`src/design/audio_clock_pkg.sv`:
```
// constants and types shared by the audio master clock configuration block
package audio_clock_pkg;

  // register byte addresses
  localparam logic [31:0] ADDR_TX_CLOCK = 32'h8082_00a0;
  localparam logic [31:0] ADDR_RX_CLOCK = 32'h8082_00a4;
  localparam logic [31:0] ADDR_TX_LENGTH = 32'h8082_00a8;
  localparam logic [31:0] ADDR_RX_LENGTH = 32'h8082_00ac;
  localparam logic [31:0] ADDR_TX_ENABLE = 32'h8082_00b0;
  localparam logic [31:0] ADDR_RX_ENABLE = 32'h8082_00b4;
  localparam logic [31:0] ADDR_STATUS = 32'h8082_00b8;
  localparam logic [31:0] ADDR_DIVIDER = 32'h8093_008c;
  localparam logic [31:0] ADDR_DEVICE_CFG = 32'h8093_0080;

  // reset values
  localparam logic [4:0] SETTINGS_RESET = 5'h00;
  localparam logic [1:0] LENGTH_RESET = 2'h0;
  localparam logic [31:0] DIVIDER_RESET = 32'h0000_0000;
  localparam logic [31:0] DEVICE_CFG_RESET = 32'h0000_0000;
  localparam logic [6:0] CONFIG_RESET = 7'h00;

  // fields of a clock settings register
  localparam int SET_MASTER = 0;
  localparam int SET_POLARITY = 1;
  localparam int SET_NO_GATING = 2;
  localparam int SET_RATE_LO = 3;

  // fields of the configuration word
  localparam int CFG_MASTER = 0;
  localparam int CFG_LENGTH_LO = 1;
  localparam int CFG_POLARITY = 3;
  localparam int CFG_NO_GATING = 4;
  localparam int CFG_RATE_LO = 5;

  // fields of the divider override register
  localparam int DIV_BIT_DIVIDE = 16;
  localparam int DIV_WORD_DIVIDE_LO = 17;
  localparam int DIV_POLARITY = 19;
  localparam int DIV_DROP = 20;
  localparam int DIV_OVERRIDE = 29;
  localparam int DIV_SLAVE = 30;
  localparam int DIV_ENABLE = 31;

  // fields of the device configuration register
  localparam int DEV_CODEC_PINS = 6;
  localparam int DEV_SYNC_PINS = 7;

  // encodings
  localparam logic [1:0] LENGTH_16 = 2'h0;
  localparam logic [1:0] LENGTH_24 = 2'h1;
  localparam logic [1:0] RATE_BY_LENGTH = 2'h0;
  localparam logic [1:0] RATIO_32 = 2'h0;
  localparam logic [1:0] RATIO_64 = 2'h1;
  localparam logic [1:0] RATIO_128 = 2'h2;
  localparam logic [4:0] FIRST_GATED_SLOT = 5'h18;

  typedef enum logic [1:0] {
    GEN_IDLE = 2'b01,
    GEN_RUN = 2'b10
  } gen_state_t;

endpackage

```
`src/design/clock_pattern_gen.sv`:
```
// bit clock and word clock pattern generator running off the master clock
`timescale 1ns/100ps
`default_nettype none
module clock_pattern_gen #(
  parameter int COUNT_WIDTH = 7
) (
  input wire logic clock,
  input wire logic reset,
  input wire logic run,
  input wire logic divide_by_four,
  input wire logic [1:0] ratio,
  input wire logic gate_tail,
  input wire logic polarity,
  output logic bit_clock,
  output logic word_clock
);

  if (COUNT_WIDTH < 7)
    $error("clock_pattern_gen: COUNT_WIDTH must cover 128 bits per frame");

  audio_clock_pkg::gen_state_t state, next_state;
  logic phase, next_phase;
  logic sclk, next_sclk;
  logic [COUNT_WIDTH-1:0] count, next_count;
  logic [COUNT_WIDTH-1:0] frame_last;
  logic word_bit;
  logic suppress;
  logic next_bit_clock, next_word_clock;

  //////////////////////////////////////////////////////////////////////////
  always_comb
  begin
    case (ratio)
      audio_clock_pkg::RATIO_32:
      begin
        frame_last = COUNT_WIDTH'(31);
        word_bit = count[4];
      end
      audio_clock_pkg::RATIO_64:
      begin
        frame_last = COUNT_WIDTH'(63);
        word_bit = count[5];
      end
      default:
      begin
        frame_last = COUNT_WIDTH'(127);
        word_bit = count[6];
      end
    endcase
    // tail of each 32-slot word is held off in the 64x gated mode
    suppress = gate_tail && (ratio == audio_clock_pkg::RATIO_64) &&
      (count[4:0] >= audio_clock_pkg::FIRST_GATED_SLOT); // RULE14
  end

  always_comb
  begin
    next_state = state;
    next_phase = phase;
    next_sclk = sclk;
    next_count = count;
    case (state)
      audio_clock_pkg::GEN_IDLE:
      begin
        next_phase = 1'b0;
        next_sclk = 1'b0;
        next_count = '0;
        if (run)
          next_state = audio_clock_pkg::GEN_RUN;
      end
      audio_clock_pkg::GEN_RUN:
      begin
        if (!run)
        begin
          next_state = audio_clock_pkg::GEN_IDLE;
          next_phase = 1'b0;
          next_sclk = 1'b0;
          next_count = '0;
        end
        else if (!divide_by_four || phase)
        begin
          // half the master clock unless the override divides further
          next_phase = 1'b0; // RULE9
          next_sclk = ~sclk;
          // word clock moves only on the internal falling edge
          if (sclk)
            next_count = (count == frame_last) ? '0 : count + 1'b1;
        end
        else
          next_phase = 1'b1;
      end
      default:
        next_state = audio_clock_pkg::GEN_IDLE;
    endcase
    if (state == audio_clock_pkg::GEN_RUN)
    begin
      next_bit_clock = (sclk & ~suppress) ^ polarity;
      next_word_clock = word_bit;
    end
    else
    begin
      next_bit_clock = 1'b0;
      next_word_clock = 1'b0;
    end
  end

  always_ff @(posedge clock)
  begin
    if (reset)
    begin
      state <= audio_clock_pkg::GEN_IDLE;
      phase <= 1'b0;
      sclk <= 1'b0;
      count <= '0;
      bit_clock <= 1'b0;
      word_clock <= 1'b0;
    end
    else
    begin
      state <= next_state;
      phase <= next_phase;
      sclk <= next_sclk;
      count <= next_count;
      bit_clock <= next_bit_clock;
      word_clock <= next_word_clock;
    end
  end

  //////////////////////////////////////////////////////////////////////////
  a_half_rate: assert property (@(posedge clock) disable iff (reset) // RULE9
    (state == audio_clock_pkg::GEN_RUN && $past(state) == state &&
     !$past(divide_by_four) && !gate_tail && !$past(gate_tail) &&
     $stable(polarity) && run)
    |=> bit_clock != $past(bit_clock))
    else $error("bit clock does not run at half the master clock");

  a_tail_gated: assert property (@(posedge clock) disable iff (reset) // RULE14
    (state == audio_clock_pkg::GEN_RUN && gate_tail &&
     ratio == audio_clock_pkg::RATIO_64 &&
     count[4:0] >= audio_clock_pkg::FIRST_GATED_SLOT)
    |=> bit_clock == $past(polarity))
    else $error("bit clock pulse not suppressed in word tail");

  c_gated_tail: cover property (@(posedge clock) disable iff (reset)
    state == audio_clock_pkg::GEN_RUN && suppress);

endmodule
`default_nettype wire

```
`src/design/audio_master_clock_config.sv`:
```
// audio master clock configuration word, override selection and clocks
// Summary of operation
// (RULE1) word: master 0, length 2:1, polarity 3, no-gating 4, rate 6:5
// (RULE2) word comes from transmit or receive settings and length registers
// (RULE3) transmitter enabled: every word bit comes from transmit settings
// (RULE4) software keeps receive settings and length equal to transmit ones
// (RULE5) transmitter off: word built from receive settings and receive length; code ANDs the master bit with rx_enable
// (RULE6) both directions master share one bit clock and word clock
// (RULE7) divider bit 29 picks override fields or the configuration word
// (RULE8) override fields: polarity 19, drop 20, divide 16, word 18:17, 30, 31
// (RULE9) no override: bit clock is master/2, gated only for 24-bit rate 0
// (RULE10) no override: polarity bit3, word speed bits6:5, master bit0
// (RULE11) no override: clocks enabled by codec-pins or sync-serial-pins bit
// (RULE12) override: data edge falling for polarity 1, rising for polarity 0
// (RULE13) no override: data changes half a bit clock after aligned edge
// (RULE14) 24-bit gated: 64x bit clock, last 8 pulses of each word dropped
// (RULE15) word is registered and changes only when its sources change
//
// Strobed register access was decided locally.
`timescale 1ns/100ps
`default_nettype none
module audio_master_clock_config #(
  parameter int COUNT_WIDTH = 7
) (
  input wire logic clock,
  input wire logic reset,
  input wire logic [31:0] address,
  input wire logic [31:0] write_data,
  input wire logic write_strobe,
  input wire logic read_strobe,
  output logic [31:0] read_data,
  output logic [6:0] clock_config,
  output logic bit_clock,
  output logic word_select_clock,
  output logic clocks_active,
  output logic data_on_falling_edge
);

  //////////////////////////////////////////////////////////////////////////
  // software registers
  logic [4:0] transmit_clock_settings, next_transmit_clock_settings;
  logic [4:0] receive_clock_settings, next_receive_clock_settings;
  logic [1:0] tx_word_length, next_tx_word_length;
  logic [1:0] rx_word_length, next_rx_word_length;
  logic tx_enable, next_tx_enable;
  logic rx_enable, next_rx_enable;
  logic [31:0] audio_clock_divider_override;
  logic [31:0] next_audio_clock_divider_override;
  logic [31:0] device_configuration, next_device_configuration;
  logic [31:0] next_read_data;

  always_comb
  begin
    next_transmit_clock_settings = transmit_clock_settings;
    next_receive_clock_settings = receive_clock_settings;
    next_tx_word_length = tx_word_length;
    next_rx_word_length = rx_word_length;
    next_tx_enable = tx_enable;
    next_rx_enable = rx_enable;
    next_audio_clock_divider_override = audio_clock_divider_override;
    next_device_configuration = device_configuration;
    if (write_strobe)
    begin
      case (address)
        audio_clock_pkg::ADDR_TX_CLOCK:
          next_transmit_clock_settings = write_data[4:0];
        audio_clock_pkg::ADDR_RX_CLOCK:
          next_receive_clock_settings = write_data[4:0];
        audio_clock_pkg::ADDR_TX_LENGTH:
          next_tx_word_length = write_data[1:0];
        audio_clock_pkg::ADDR_RX_LENGTH:
          next_rx_word_length = write_data[1:0];
        audio_clock_pkg::ADDR_TX_ENABLE:
          next_tx_enable = write_data[0];
        audio_clock_pkg::ADDR_RX_ENABLE:
          next_rx_enable = write_data[0];
        audio_clock_pkg::ADDR_DIVIDER:
          next_audio_clock_divider_override = write_data;
        audio_clock_pkg::ADDR_DEVICE_CFG:
          next_device_configuration = write_data;
        default:
          next_tx_enable = tx_enable;
      endcase
    end
    // read data stand for exactly one cycle, unmapped reads give zero
    next_read_data = 32'h0000_0000;
    if (read_strobe)
    begin
      case (address)
        audio_clock_pkg::ADDR_TX_CLOCK:
          next_read_data = {27'h0, transmit_clock_settings};
        audio_clock_pkg::ADDR_RX_CLOCK:
          next_read_data = {27'h0, receive_clock_settings};
        audio_clock_pkg::ADDR_TX_LENGTH:
          next_read_data = {30'h0, tx_word_length};
        audio_clock_pkg::ADDR_RX_LENGTH:
          next_read_data = {30'h0, rx_word_length};
        audio_clock_pkg::ADDR_TX_ENABLE:
          next_read_data = {31'h0, tx_enable};
        audio_clock_pkg::ADDR_RX_ENABLE:
          next_read_data = {31'h0, rx_enable};
        audio_clock_pkg::ADDR_DIVIDER:
          next_read_data = audio_clock_divider_override;
        audio_clock_pkg::ADDR_DEVICE_CFG:
          next_read_data = device_configuration;
        audio_clock_pkg::ADDR_STATUS:
          next_read_data = {21'h0, data_on_falling_edge, clocks_active,
            word_select_clock, bit_clock, clock_config};
        default:
          next_read_data = 32'h0000_0000;
      endcase
    end
  end

  always_ff @(posedge clock)
  begin
    if (reset)
    begin
      transmit_clock_settings <= audio_clock_pkg::SETTINGS_RESET;
      receive_clock_settings <= audio_clock_pkg::SETTINGS_RESET;
      tx_word_length <= audio_clock_pkg::LENGTH_RESET;
      rx_word_length <= audio_clock_pkg::LENGTH_RESET;
      tx_enable <= 1'b0;
      rx_enable <= 1'b0;
      audio_clock_divider_override <= audio_clock_pkg::DIVIDER_RESET;
      device_configuration <= audio_clock_pkg::DEVICE_CFG_RESET;
      read_data <= 32'h0000_0000;
    end
    else
    begin
      transmit_clock_settings <= next_transmit_clock_settings;
      receive_clock_settings <= next_receive_clock_settings;
      tx_word_length <= next_tx_word_length;
      rx_word_length <= next_rx_word_length;
      tx_enable <= next_tx_enable;
      rx_enable <= next_rx_enable;
      audio_clock_divider_override <= next_audio_clock_divider_override;
      device_configuration <= next_device_configuration;
      read_data <= next_read_data;
    end
  end

  //////////////////////////////////////////////////////////////////////////
  // configuration word
  logic [6:0] tx_word, rx_word, next_clock_config;

  always_comb
  begin
    tx_word = {transmit_clock_settings[audio_clock_pkg::SET_RATE_LO +: 2],
      transmit_clock_settings[audio_clock_pkg::SET_NO_GATING],
      transmit_clock_settings[audio_clock_pkg::SET_POLARITY],
      tx_word_length,
      transmit_clock_settings[audio_clock_pkg::SET_MASTER]}; // RULE1
    // master bit drops while both channels are off so without the override no clock runs idle
    rx_word = {receive_clock_settings[audio_clock_pkg::SET_RATE_LO +: 2],
      receive_clock_settings[audio_clock_pkg::SET_NO_GATING],
      receive_clock_settings[audio_clock_pkg::SET_POLARITY],
      rx_word_length,
      receive_clock_settings[audio_clock_pkg::SET_MASTER] & rx_enable};
    // transmitter wins whenever enabled; receiver must mirror it
    if (tx_enable) // RULE3
      next_clock_config = tx_word; // RULE2
    else
      next_clock_config = rx_word; // RULE5
  end

  // registered word; a new value only follows a source change
  always_ff @(posedge clock)
  begin
    if (reset)
      clock_config <= audio_clock_pkg::CONFIG_RESET;
    else
      clock_config <= next_clock_config; // RULE15
  end

  //////////////////////////////////////////////////////////////////////////
  // clock generator controls: override fields or configuration word
  logic override;
  logic gen_enable, gen_master, gen_run, eff_polarity, divide_by_four;
  logic gate_tail;
  logic [1:0] ratio;
  logic [1:0] cfg_rate;

  always_comb
  begin
    override = audio_clock_divider_override[audio_clock_pkg::DIV_OVERRIDE];
    cfg_rate = clock_config[audio_clock_pkg::CFG_RATE_LO +: 2];
    if (override) // RULE7
    begin
      gen_enable =
        audio_clock_divider_override[audio_clock_pkg::DIV_ENABLE]; // RULE8
      gen_master =
        !audio_clock_divider_override[audio_clock_pkg::DIV_SLAVE];
      eff_polarity =
        audio_clock_divider_override[audio_clock_pkg::DIV_POLARITY];
      divide_by_four =
        audio_clock_divider_override[audio_clock_pkg::DIV_BIT_DIVIDE];
      gate_tail = audio_clock_divider_override[audio_clock_pkg::DIV_DROP];
      case (audio_clock_divider_override
            [audio_clock_pkg::DIV_WORD_DIVIDE_LO +: 2])
        2'h0: ratio = audio_clock_pkg::RATIO_32;
        2'h1: ratio = audio_clock_pkg::RATIO_64;
        default: ratio = audio_clock_pkg::RATIO_128;
      endcase
    end
    else
    begin
      gen_enable =
        device_configuration[audio_clock_pkg::DEV_CODEC_PINS] |
        device_configuration[audio_clock_pkg::DEV_SYNC_PINS]; // RULE11
      gen_master = clock_config[audio_clock_pkg::CFG_MASTER]; // RULE10
      eff_polarity = clock_config[audio_clock_pkg::CFG_POLARITY];
      divide_by_four = 1'b0; // RULE9
      gate_tail = !clock_config[audio_clock_pkg::CFG_NO_GATING] &&
        cfg_rate == audio_clock_pkg::RATE_BY_LENGTH &&
        clock_config[audio_clock_pkg::CFG_LENGTH_LO +: 2] ==
        audio_clock_pkg::LENGTH_24; // RULE9
      case (cfg_rate)
        audio_clock_pkg::RATE_BY_LENGTH:
          ratio = (clock_config[audio_clock_pkg::CFG_LENGTH_LO +: 2] ==
            audio_clock_pkg::LENGTH_16) ? audio_clock_pkg::RATIO_32 :
            audio_clock_pkg::RATIO_64;
        2'h1: ratio = audio_clock_pkg::RATIO_32;
        2'h2: ratio = audio_clock_pkg::RATIO_64;
        default: ratio = audio_clock_pkg::RATIO_128; // RULE10
      endcase
    end
    // one generator serves both directions
    gen_run = gen_enable & gen_master; // RULE6
  end

  // word clock moves on the internal falling edge, so data take the
  // opposite edge of the output bit clock
  always_ff @(posedge clock)
  begin
    if (reset)
    begin
      clocks_active <= 1'b0;
      data_on_falling_edge <= 1'b0;
    end
    else
    begin
      clocks_active <= gen_run;
      data_on_falling_edge <= eff_polarity; // RULE12 RULE13
    end
  end

  clock_pattern_gen #(
    .COUNT_WIDTH(COUNT_WIDTH)
  ) pattern (
    .clock(clock),
    .reset(reset),
    .run(gen_run),
    .divide_by_four(divide_by_four),
    .ratio(ratio),
    .gate_tail(gate_tail),
    .polarity(eff_polarity),
    .bit_clock(bit_clock),
    .word_clock(word_select_clock)
  );

  //////////////////////////////////////////////////////////////////////////
  a_tx_source: assert property (@(posedge clock) disable iff (reset) // RULE3
    tx_enable |=> clock_config == $past(tx_word))
    else $error("word not taken from transmit settings");

  a_rx_source: assert property (@(posedge clock) disable iff (reset) // RULE5
    (!tx_enable && rx_enable) |=> clock_config == $past(rx_word))
    else $error("word not taken from receive settings");

  a_length_field: assert property (@(posedge clock) // RULE1
    disable iff (reset)
    (tx_enable && tx_word_length == audio_clock_pkg::LENGTH_24)
    |=> clock_config[2:1] == audio_clock_pkg::LENGTH_24 &&
        clock_config[6:5] == $past(transmit_clock_settings[4:3]))
    else $error("configuration word fields misplaced");

  a_word_stable: assert property (@(posedge clock) // RULE15
    disable iff (reset)
    ($stable(transmit_clock_settings) && $stable(receive_clock_settings) &&
     $stable(tx_word_length) && $stable(rx_word_length) &&
     $stable(tx_enable) && $stable(rx_enable))
    |=> $stable(clock_config))
    else $error("configuration word changed without cause");

  a_select_word: assert property (@(posedge clock) disable iff (reset) // RULE7
    (!override && device_configuration[audio_clock_pkg::DEV_CODEC_PINS] &&
     clock_config[0])
    |=> clocks_active)
    else $error("clocks not started from configuration word");

  a_override_off: assert property (@(posedge clock) // RULE8
    disable iff (reset)
    (override && (!audio_clock_divider_override[31] ||
      audio_clock_divider_override[30]))
    |=> !clocks_active)
    else $error("override enable or slave select ignored");

  a_pin_enable: assert property (@(posedge clock) disable iff (reset) // RULE11
    (!override && !device_configuration[6] && !device_configuration[7])
    |=> !clocks_active)
    else $error("clocks run without a pin routing bit");

  a_shared_clock: assert property (@(posedge clock) // RULE6
    disable iff (reset)
    (tx_enable && rx_enable && !override && clock_config[0])
    |=> clock_config == $past(tx_word))
    else $error("directions do not share one clock set");

  a_edge_override: assert property (@(posedge clock) // RULE12
    disable iff (reset)
    (override && audio_clock_divider_override[19] != clock_config[3])
    |=> data_on_falling_edge == $past(audio_clock_divider_override[19]))
    else $error("override data edge wrong");

  a_edge_config: assert property (@(posedge clock) // RULE13
    disable iff (reset)
    !override |=> data_on_falling_edge == $past(clock_config[3]))
    else $error("data edge not opposite the aligned edge");

  c_tx_master: cover property (@(posedge clock) disable iff (reset)
    tx_enable && clocks_active);
  c_rx_only: cover property (@(posedge clock) disable iff (reset)
    !tx_enable && rx_enable && clocks_active);
  c_override_run: cover property (@(posedge clock) disable iff (reset)
    override && clocks_active);

endmodule
`default_nettype wire

```
`config.mk`:
```
export PLATFORM = sky130hd
export DESIGN_NAME = audio_master_clock_config
export DESIGN_NICKNAME = d
export VERILOG_FILES = /design/src/design/audio_clock_pkg.sv /design/src/design/clock_pattern_gen.sv /design/src/design/audio_master_clock_config.sv
export SDC_FILE = /design/constraint.sdc
export NUM_CORES = 1
export LEC_CHECK = 0
export BUFFER_PORTS_ARGS = -buffer_cell sky130_fd_sc_hd__buf_2
export CELL_PAD_IN_SITES_DETAIL_PLACEMENT = 1
export CELL_PAD_IN_SITES_GLOBAL_PLACEMENT = 2
export CORE_MARGIN = 5
export CORE_UTILIZATION = 35
export DETAILED_ROUTE_END_ITERATION = 6
export PLACE_DENSITY = 0.84
export SLEW_MARGIN = 20
export SYNTH_ARGS = -nofsm -noshare
export SYNTH_HDL_FRONTEND = slang
export SYNTH_HIERARCHICAL = 1
export SYNTH_SLANG_ARGS = --single-unit
```
`constraint.sdc`:
```
create_clock -name clock -period 2.1 [get_ports clock]
set_input_delay 0.21 -clock clock [delete_from_list [all_inputs] [get_ports clock]]
set_output_delay 0.21 -clock clock [all_outputs]
set_load 0.01 [all_outputs]
```
# Word level (Yosys, flattened, before mapping)
# Cells that the tools add are included.
# totals
ff_bits	134
word_cells	103
# op_classes
add_sub_neg	1
n_reduce_logical	26
n_eq_ne	21
muxes	27
n_bitwise	9
magnitude_cmp	1
# ops
op	n
equality test 32 bit (second input constant)	9
one-hot mux 32 bit (9 select lines)	1
2-to-1 mux 7 bit	5
one-hot mux 7 bit (2 select lines)	2
AND reduction 2 bit	10
equality test 2 x 1 -> 1 bit (second input constant)	5
2-to-1 mux 1 bit	10
logical NOT 2 bit	4
one-hot mux 2 bit (2 select lines)	2
adder 7 x 1 -> 7 bit (second input constant)	1
equality test 7 bit	1
2-to-1 mux 2 bit	3
!= test 3 bit (second input constant)	2
one-hot mux 1 bit (2 select lines)	3
one-hot mux 2 bit (3 select lines)	1
>= comparator 5 bit (second input constant)	1
equality test 2 bit (second input constant)	2
logical AND 1 bit	4
inverter 1 bit	4
OR reduction 2 bit	2
AND 1 bit	3
logical NOT 1 bit	3
AND reduction 3 bit	1
!= test 2 x 1 -> 1 bit (second input constant)	1
5 further kinds	5

# Logic depth before layout (Yosys ltp)
# logic_depth
ltp_word	12
ltp_mapped	7

# Hierarchy
# Netlist, hierarchy kept.
# modules_own_cells
module	area_per_inst_um2	cells_per_inst	instances
audio_master_clock_config	5420.2	531	1
clock_pattern_gen	784.5	91	1

# Worst setup path before layout
# No wires, ideal clock.
# synth_path
path_type	register to register
startpoint	register audio_clock_divider_override[29]
endpoint	register pattern.count[5]
required_ns	1.984
arrival_ns	1.770
path_slack_ns	0.214
setup_time_ns	0.116
n_path_buf	1
path_stages_with_launch	7
cell_sequence	dfxtp_1 clkbuf_1 o32ai_1 nor3b_1 o22ai_1 a32o_1 a41o_1
# synth_between
elab_chain_len	9
# synth_rtl
element	line	rtl
from (decl)	audio_master_clock_config.sv:47	logic [31:0] audio_clock_divider_override;
from (signal assigned)	audio_master_clock_config.sv:125	audio_clock_divider_override <= audio_clock_pkg::DIVIDER_RESET;
from (signal assigned)	audio_master_clock_config.sv:137	audio_clock_divider_override <= next_audio_clock_divider_override;
2-to-1 mux 2 bit *	audio_master_clock_config.sv:188	if (override)
net ratio[0]	audio_master_clock_config.sv:181	logic [1:0] ratio;
equality test 2 x 1 -> 1 bit or logical NOT 2 bit (tied branches)	clock_pattern_gen.sv:33	case (ratio)
one-hot mux 7 bit (2 select lines) *	clock_pattern_gen.sv:33	
equality test 7 bit *	clock_pattern_gen.sv:86	next_count = (count == frame_last) ? '0 : count + 1'b1;
2-to-1 mux 7 bit *	clock_pattern_gen.sv:86	
2-to-1 mux 7 bit *	clock_pattern_gen.sv:85	if (sclk)
2-to-1 mux 7 bit *	clock_pattern_gen.sv:79	else if (!divide_by_four || phase)
2-to-1 mux 7 bit *	clock_pattern_gen.sv:72	if (!run)
one-hot mux 7 bit (2 select lines) *	clock_pattern_gen.sv:61	case (state)
to (signal assigned)	clock_pattern_gen.sv:122	count <= next_count;
to (decl)	clock_pattern_gen.sv:24	logic [COUNT_WIDTH-1:0] count, next_count;
# Mark *: on every way through the listed nets, which the timed path passes. The rest lies on a longest branch. The select of a mux whose other input is x is not followed.
# A chain may end at the register's enable or synchronous reset.

# Final worst setup path
# layout_path
startpoint	register audio_clock_divider_override[29]
endpoint	register pattern.count[0]
# Same word-level chain as after synthesis.

==> impl_results.md <==
* Proportion of synthesized area in mux cells at 0.151
* Later-pin clock latency in the skew report at 420 ps
* Met2 wire length at 9.73 mm
* RSZ-0062 raised after global routing: false
* Die area at 20,500 sq um
* Synth Cell Area at 6200 sq um
* Clock Tree Buf Depth at 2
* Synth Area in Compound Gates at 0.104
* Total CTS buffers at 17
* Clock slew at reported path FFs at 60 ps
* Slack of the worst reg-to-reg path at 180 ps
* Final Hold Fails at 0
* Number of max-cap violations at 0
* Final setup margin at 184 ps
* Synth warn at 6
* H-tree levels at 4
* Synth Area in XOR/XNOR at 0.00282
* Area share of the largest cell type after synthesis at 0.432
* Pwr Total at 6.06 mW
* Internal Dissipation at 4.79 mW
* FF/Latch Area at 2680 sq um
* Simple-gate share of the synthesized area at 0.258
* Area occupied by multi-input gates at 3260 sq um
* DRC violations left at 0
* First drt pass iteration count at 5
* Highest-delay cell along the critical path: dfxtp_2
* Most frequent cells after synthesis: 134 x dfxtp_1, 115 x nand2b_1, 90 x mux2i_1
* Fin util at 0.441
* Met3 wire len at 778 um
* TNS Setup at 0 ps
* IO Port Bufs at 110
* Synth unique cells at 67
* Top_reg_cell synth: dfxtp_1
* Num ports at 111
* Crit Path Category: reg -> reg
* Largest net degree at the start of global routing at 134
* Starting Density at 0.357
* Status: complete, no violations
* Most common cell in the netlist: dfxtp_1
* Final non-filler cell total at 968
* Highest metal used: met4
* First-pass GRT wire length at 29.7 mm
* Final-report max-slew violation count at 0
* Adder-Cell Fraction of Synth Area at 0.00807
* Number of fill cells at 1,977
* Global route total overflow at 0
* Syn_nets at 694
* Critical Path Source Type: flop
* Nets at 802
* Worst EP arrival at 2210 ps
* Min-delay worst type: in -> reg
* WP data required at 2400 ps
* Vias post-DR at 5,075
* CTS Hold Buffers Added at 0
* Clk Tree Root Cell: clkbuf_16
* Post-synth EDFFs at 0
* Setup violations, final at 0
* Antenna diodes at 0
* 1st-iter DRT viols at 287
* Worst rel slew slack at 0.588
* Fin crit share at 0.912
* GPL Wtd Cong at 0.948
* Clk sinks at 134
* Synth Instances at 622
* #FFs+latches synth at 134
* Top post-synthesis cells by area: dfxtp_1 43%, mux2i_1 15%, nand2b_1 12%, a22oi_1 3.4%, nor2_1 2.2%
* WL final at 18.6 mm
* Die width at 143 um
* Avg Vias per Cell at 5.24
* Max IR drop VDD at 570 uV
* Clk pwr share at 0.539
* Lkg Pwr at 3.11 nW
* Post-route minimum period at 1920 ps
* Power share of the combinational group at 0.041
* Tot GR Track Use at 0.187
* Vias in the first global route at 5,582
* Antenna violations before repair at 0
* Clock Skew at 9.88 ps
* Syn-to-layout area delta at 23.5%
* Worst slew pin tran at 617 ps
* Place WS at 9.34 ps
* Avg WL per Cell at 19.2 um
* Fmax at 522 MHz
* Design Area, Final at 7660 sq um
* Post-Route M1 WL at 7.68 mm
* Core region area at 17,400 sq um
* CTS tree: done
* Largest family of logic cells by synthesized area: simple AND/OR/NAND/NOR gates
* Pwr dens at 791 nW/um^2
* Layout cells sized above 1 at 0.257
* Seq/Total Area, Yosys at 0.432
* Worst Setup End Kind: flop
* Cell taking the most area after synthesis: dfxtp_1
* Slowest cell delay on critical path at 470 ps
* Sw Share at 0.210
* CP Cell Sequence: nand2_1, o32ai_1, buf_4, nor3b_1, o21ai_0, a211oi_2, nor2_1
* DP Wirelength at 12.7 mm
* Area after DPL at 7010 sq um
* Placed insts at 936
* Post-synthesis average cell area at 9.98 sq um
* Seq pwr share at 0.419
* Detail Route Antenna Nets at 0
* NetSw at 1.27 mW
* Ys async rst share at 0
* Die span in y at 143 um
* Min Hold Slack at 80.3 ps
* Worst-path maximum fanout at 12
* Num rows at 48
[final cells by class]
cell class | instances | area share
multi-input combinational | 438 | 0.425
sequential | 134 | 0.350
timing repair buffer | 131 | 0.0993
clock buffer | 19 | 0.0578
tap | 225 | 0.0368
clock inverter | 13 | 0.0266
inverter | 8 | 0.00392
[layout by cell type, fill, tap and decap left out, drive strengths merged, types with 6 or more instances in the layout]
cell | synthesis | routed
dfxtp | 134 | 134
buf | 15 | 131
nand2b | 115 | 115
mux2i | 90 | 90
nor2 | 38 | 38
a22oi | 28 | 28
clkbuf | 27 | 19
nand2 | 17 | 17
nor3 | 14 | 14
a21oi | 14 | 14
o21ai | 11 | 11
a22o | 10 | 10
inv | 8 | 8
nand4 | 8 | 8
and2 | 7 | 7
nor4 | 7 | 7
a211oi | 6 | 6
nor4b | 6 | 6
[critical path, delay by kind of cell (launching register included)]
family,cells,cell delay (ps)
AND/OR/NAND/NOR,3,480
buffers and inverters,1,180
flip-flops,1,470
AO/OA/AOI/OAI,3,670
[repair_timing]
action                     CTS  global route
setup buffers                0             0
setup endpoints to repair    1             0
resized for setup            1             0
[power groups by stage]
stage	Sequential [mW]	Combinational [mW]	Clock (mW)
final	2.54	0.251	3.27
after global routing	2.54	0.274	3.44
after CTS	2.54	0.253	3.34
after detailed placement	2.60	0.252	0
after global placement	2.60	0.245	0
after floorplan	2.60	0.127	0
[routing by layer]
| layer | up-vias | track usage |
|---|---|---|
| met3 | 27 | 0.0392 |
| met1 | 2519 | 0.215 |
| met5 | - | 0 |
| met2 | 113 | 0.337 |
| met4 | 0 | 0.0750 |
| li1 | 2416 | - |
[flip-flops by register name (all words and copies together) (netlist names), 2 cells and up]
register,cells
audio_clock_divider_override,32
device_configuration,32
read_data,32
clock_config,7
pattern/count,7
receive_clock_settings,5
transmit_clock_settings,5
pattern/state,2
rx_word_length,2
tx_word_length,2
[cell families after synthesis]
logic type,after synthesis
DFF,134
muxes,93
xor gates and xnor gates,2
adders and majority gates,4
AOI/OAI and AO/OA,87
and+or+nand+nor,252
buffers and inverters,50
[final timing paths]
check | start | end | cells after the start
max | audio_clock_divider_override[29]$_SDFFE_PP0P_ | pattern/count[0]$_SDFFE_PP0P_ | 7
min | write_data[26] | device_configuration[26]$_SDFFE_PP0P_ | 3
max reg2reg | audio_clock_divider_override[29]$_SDFFE_PP0P_ | pattern/count[0]$_SDFFE_PP0P_ | 7
min reg2reg | audio_clock_divider_override[27]$_SDFFE_PP0P_ | audio_clock_divider_override[27]$_SDFFE_PP0P_ | 2
(Power assumes the default switching activity.)
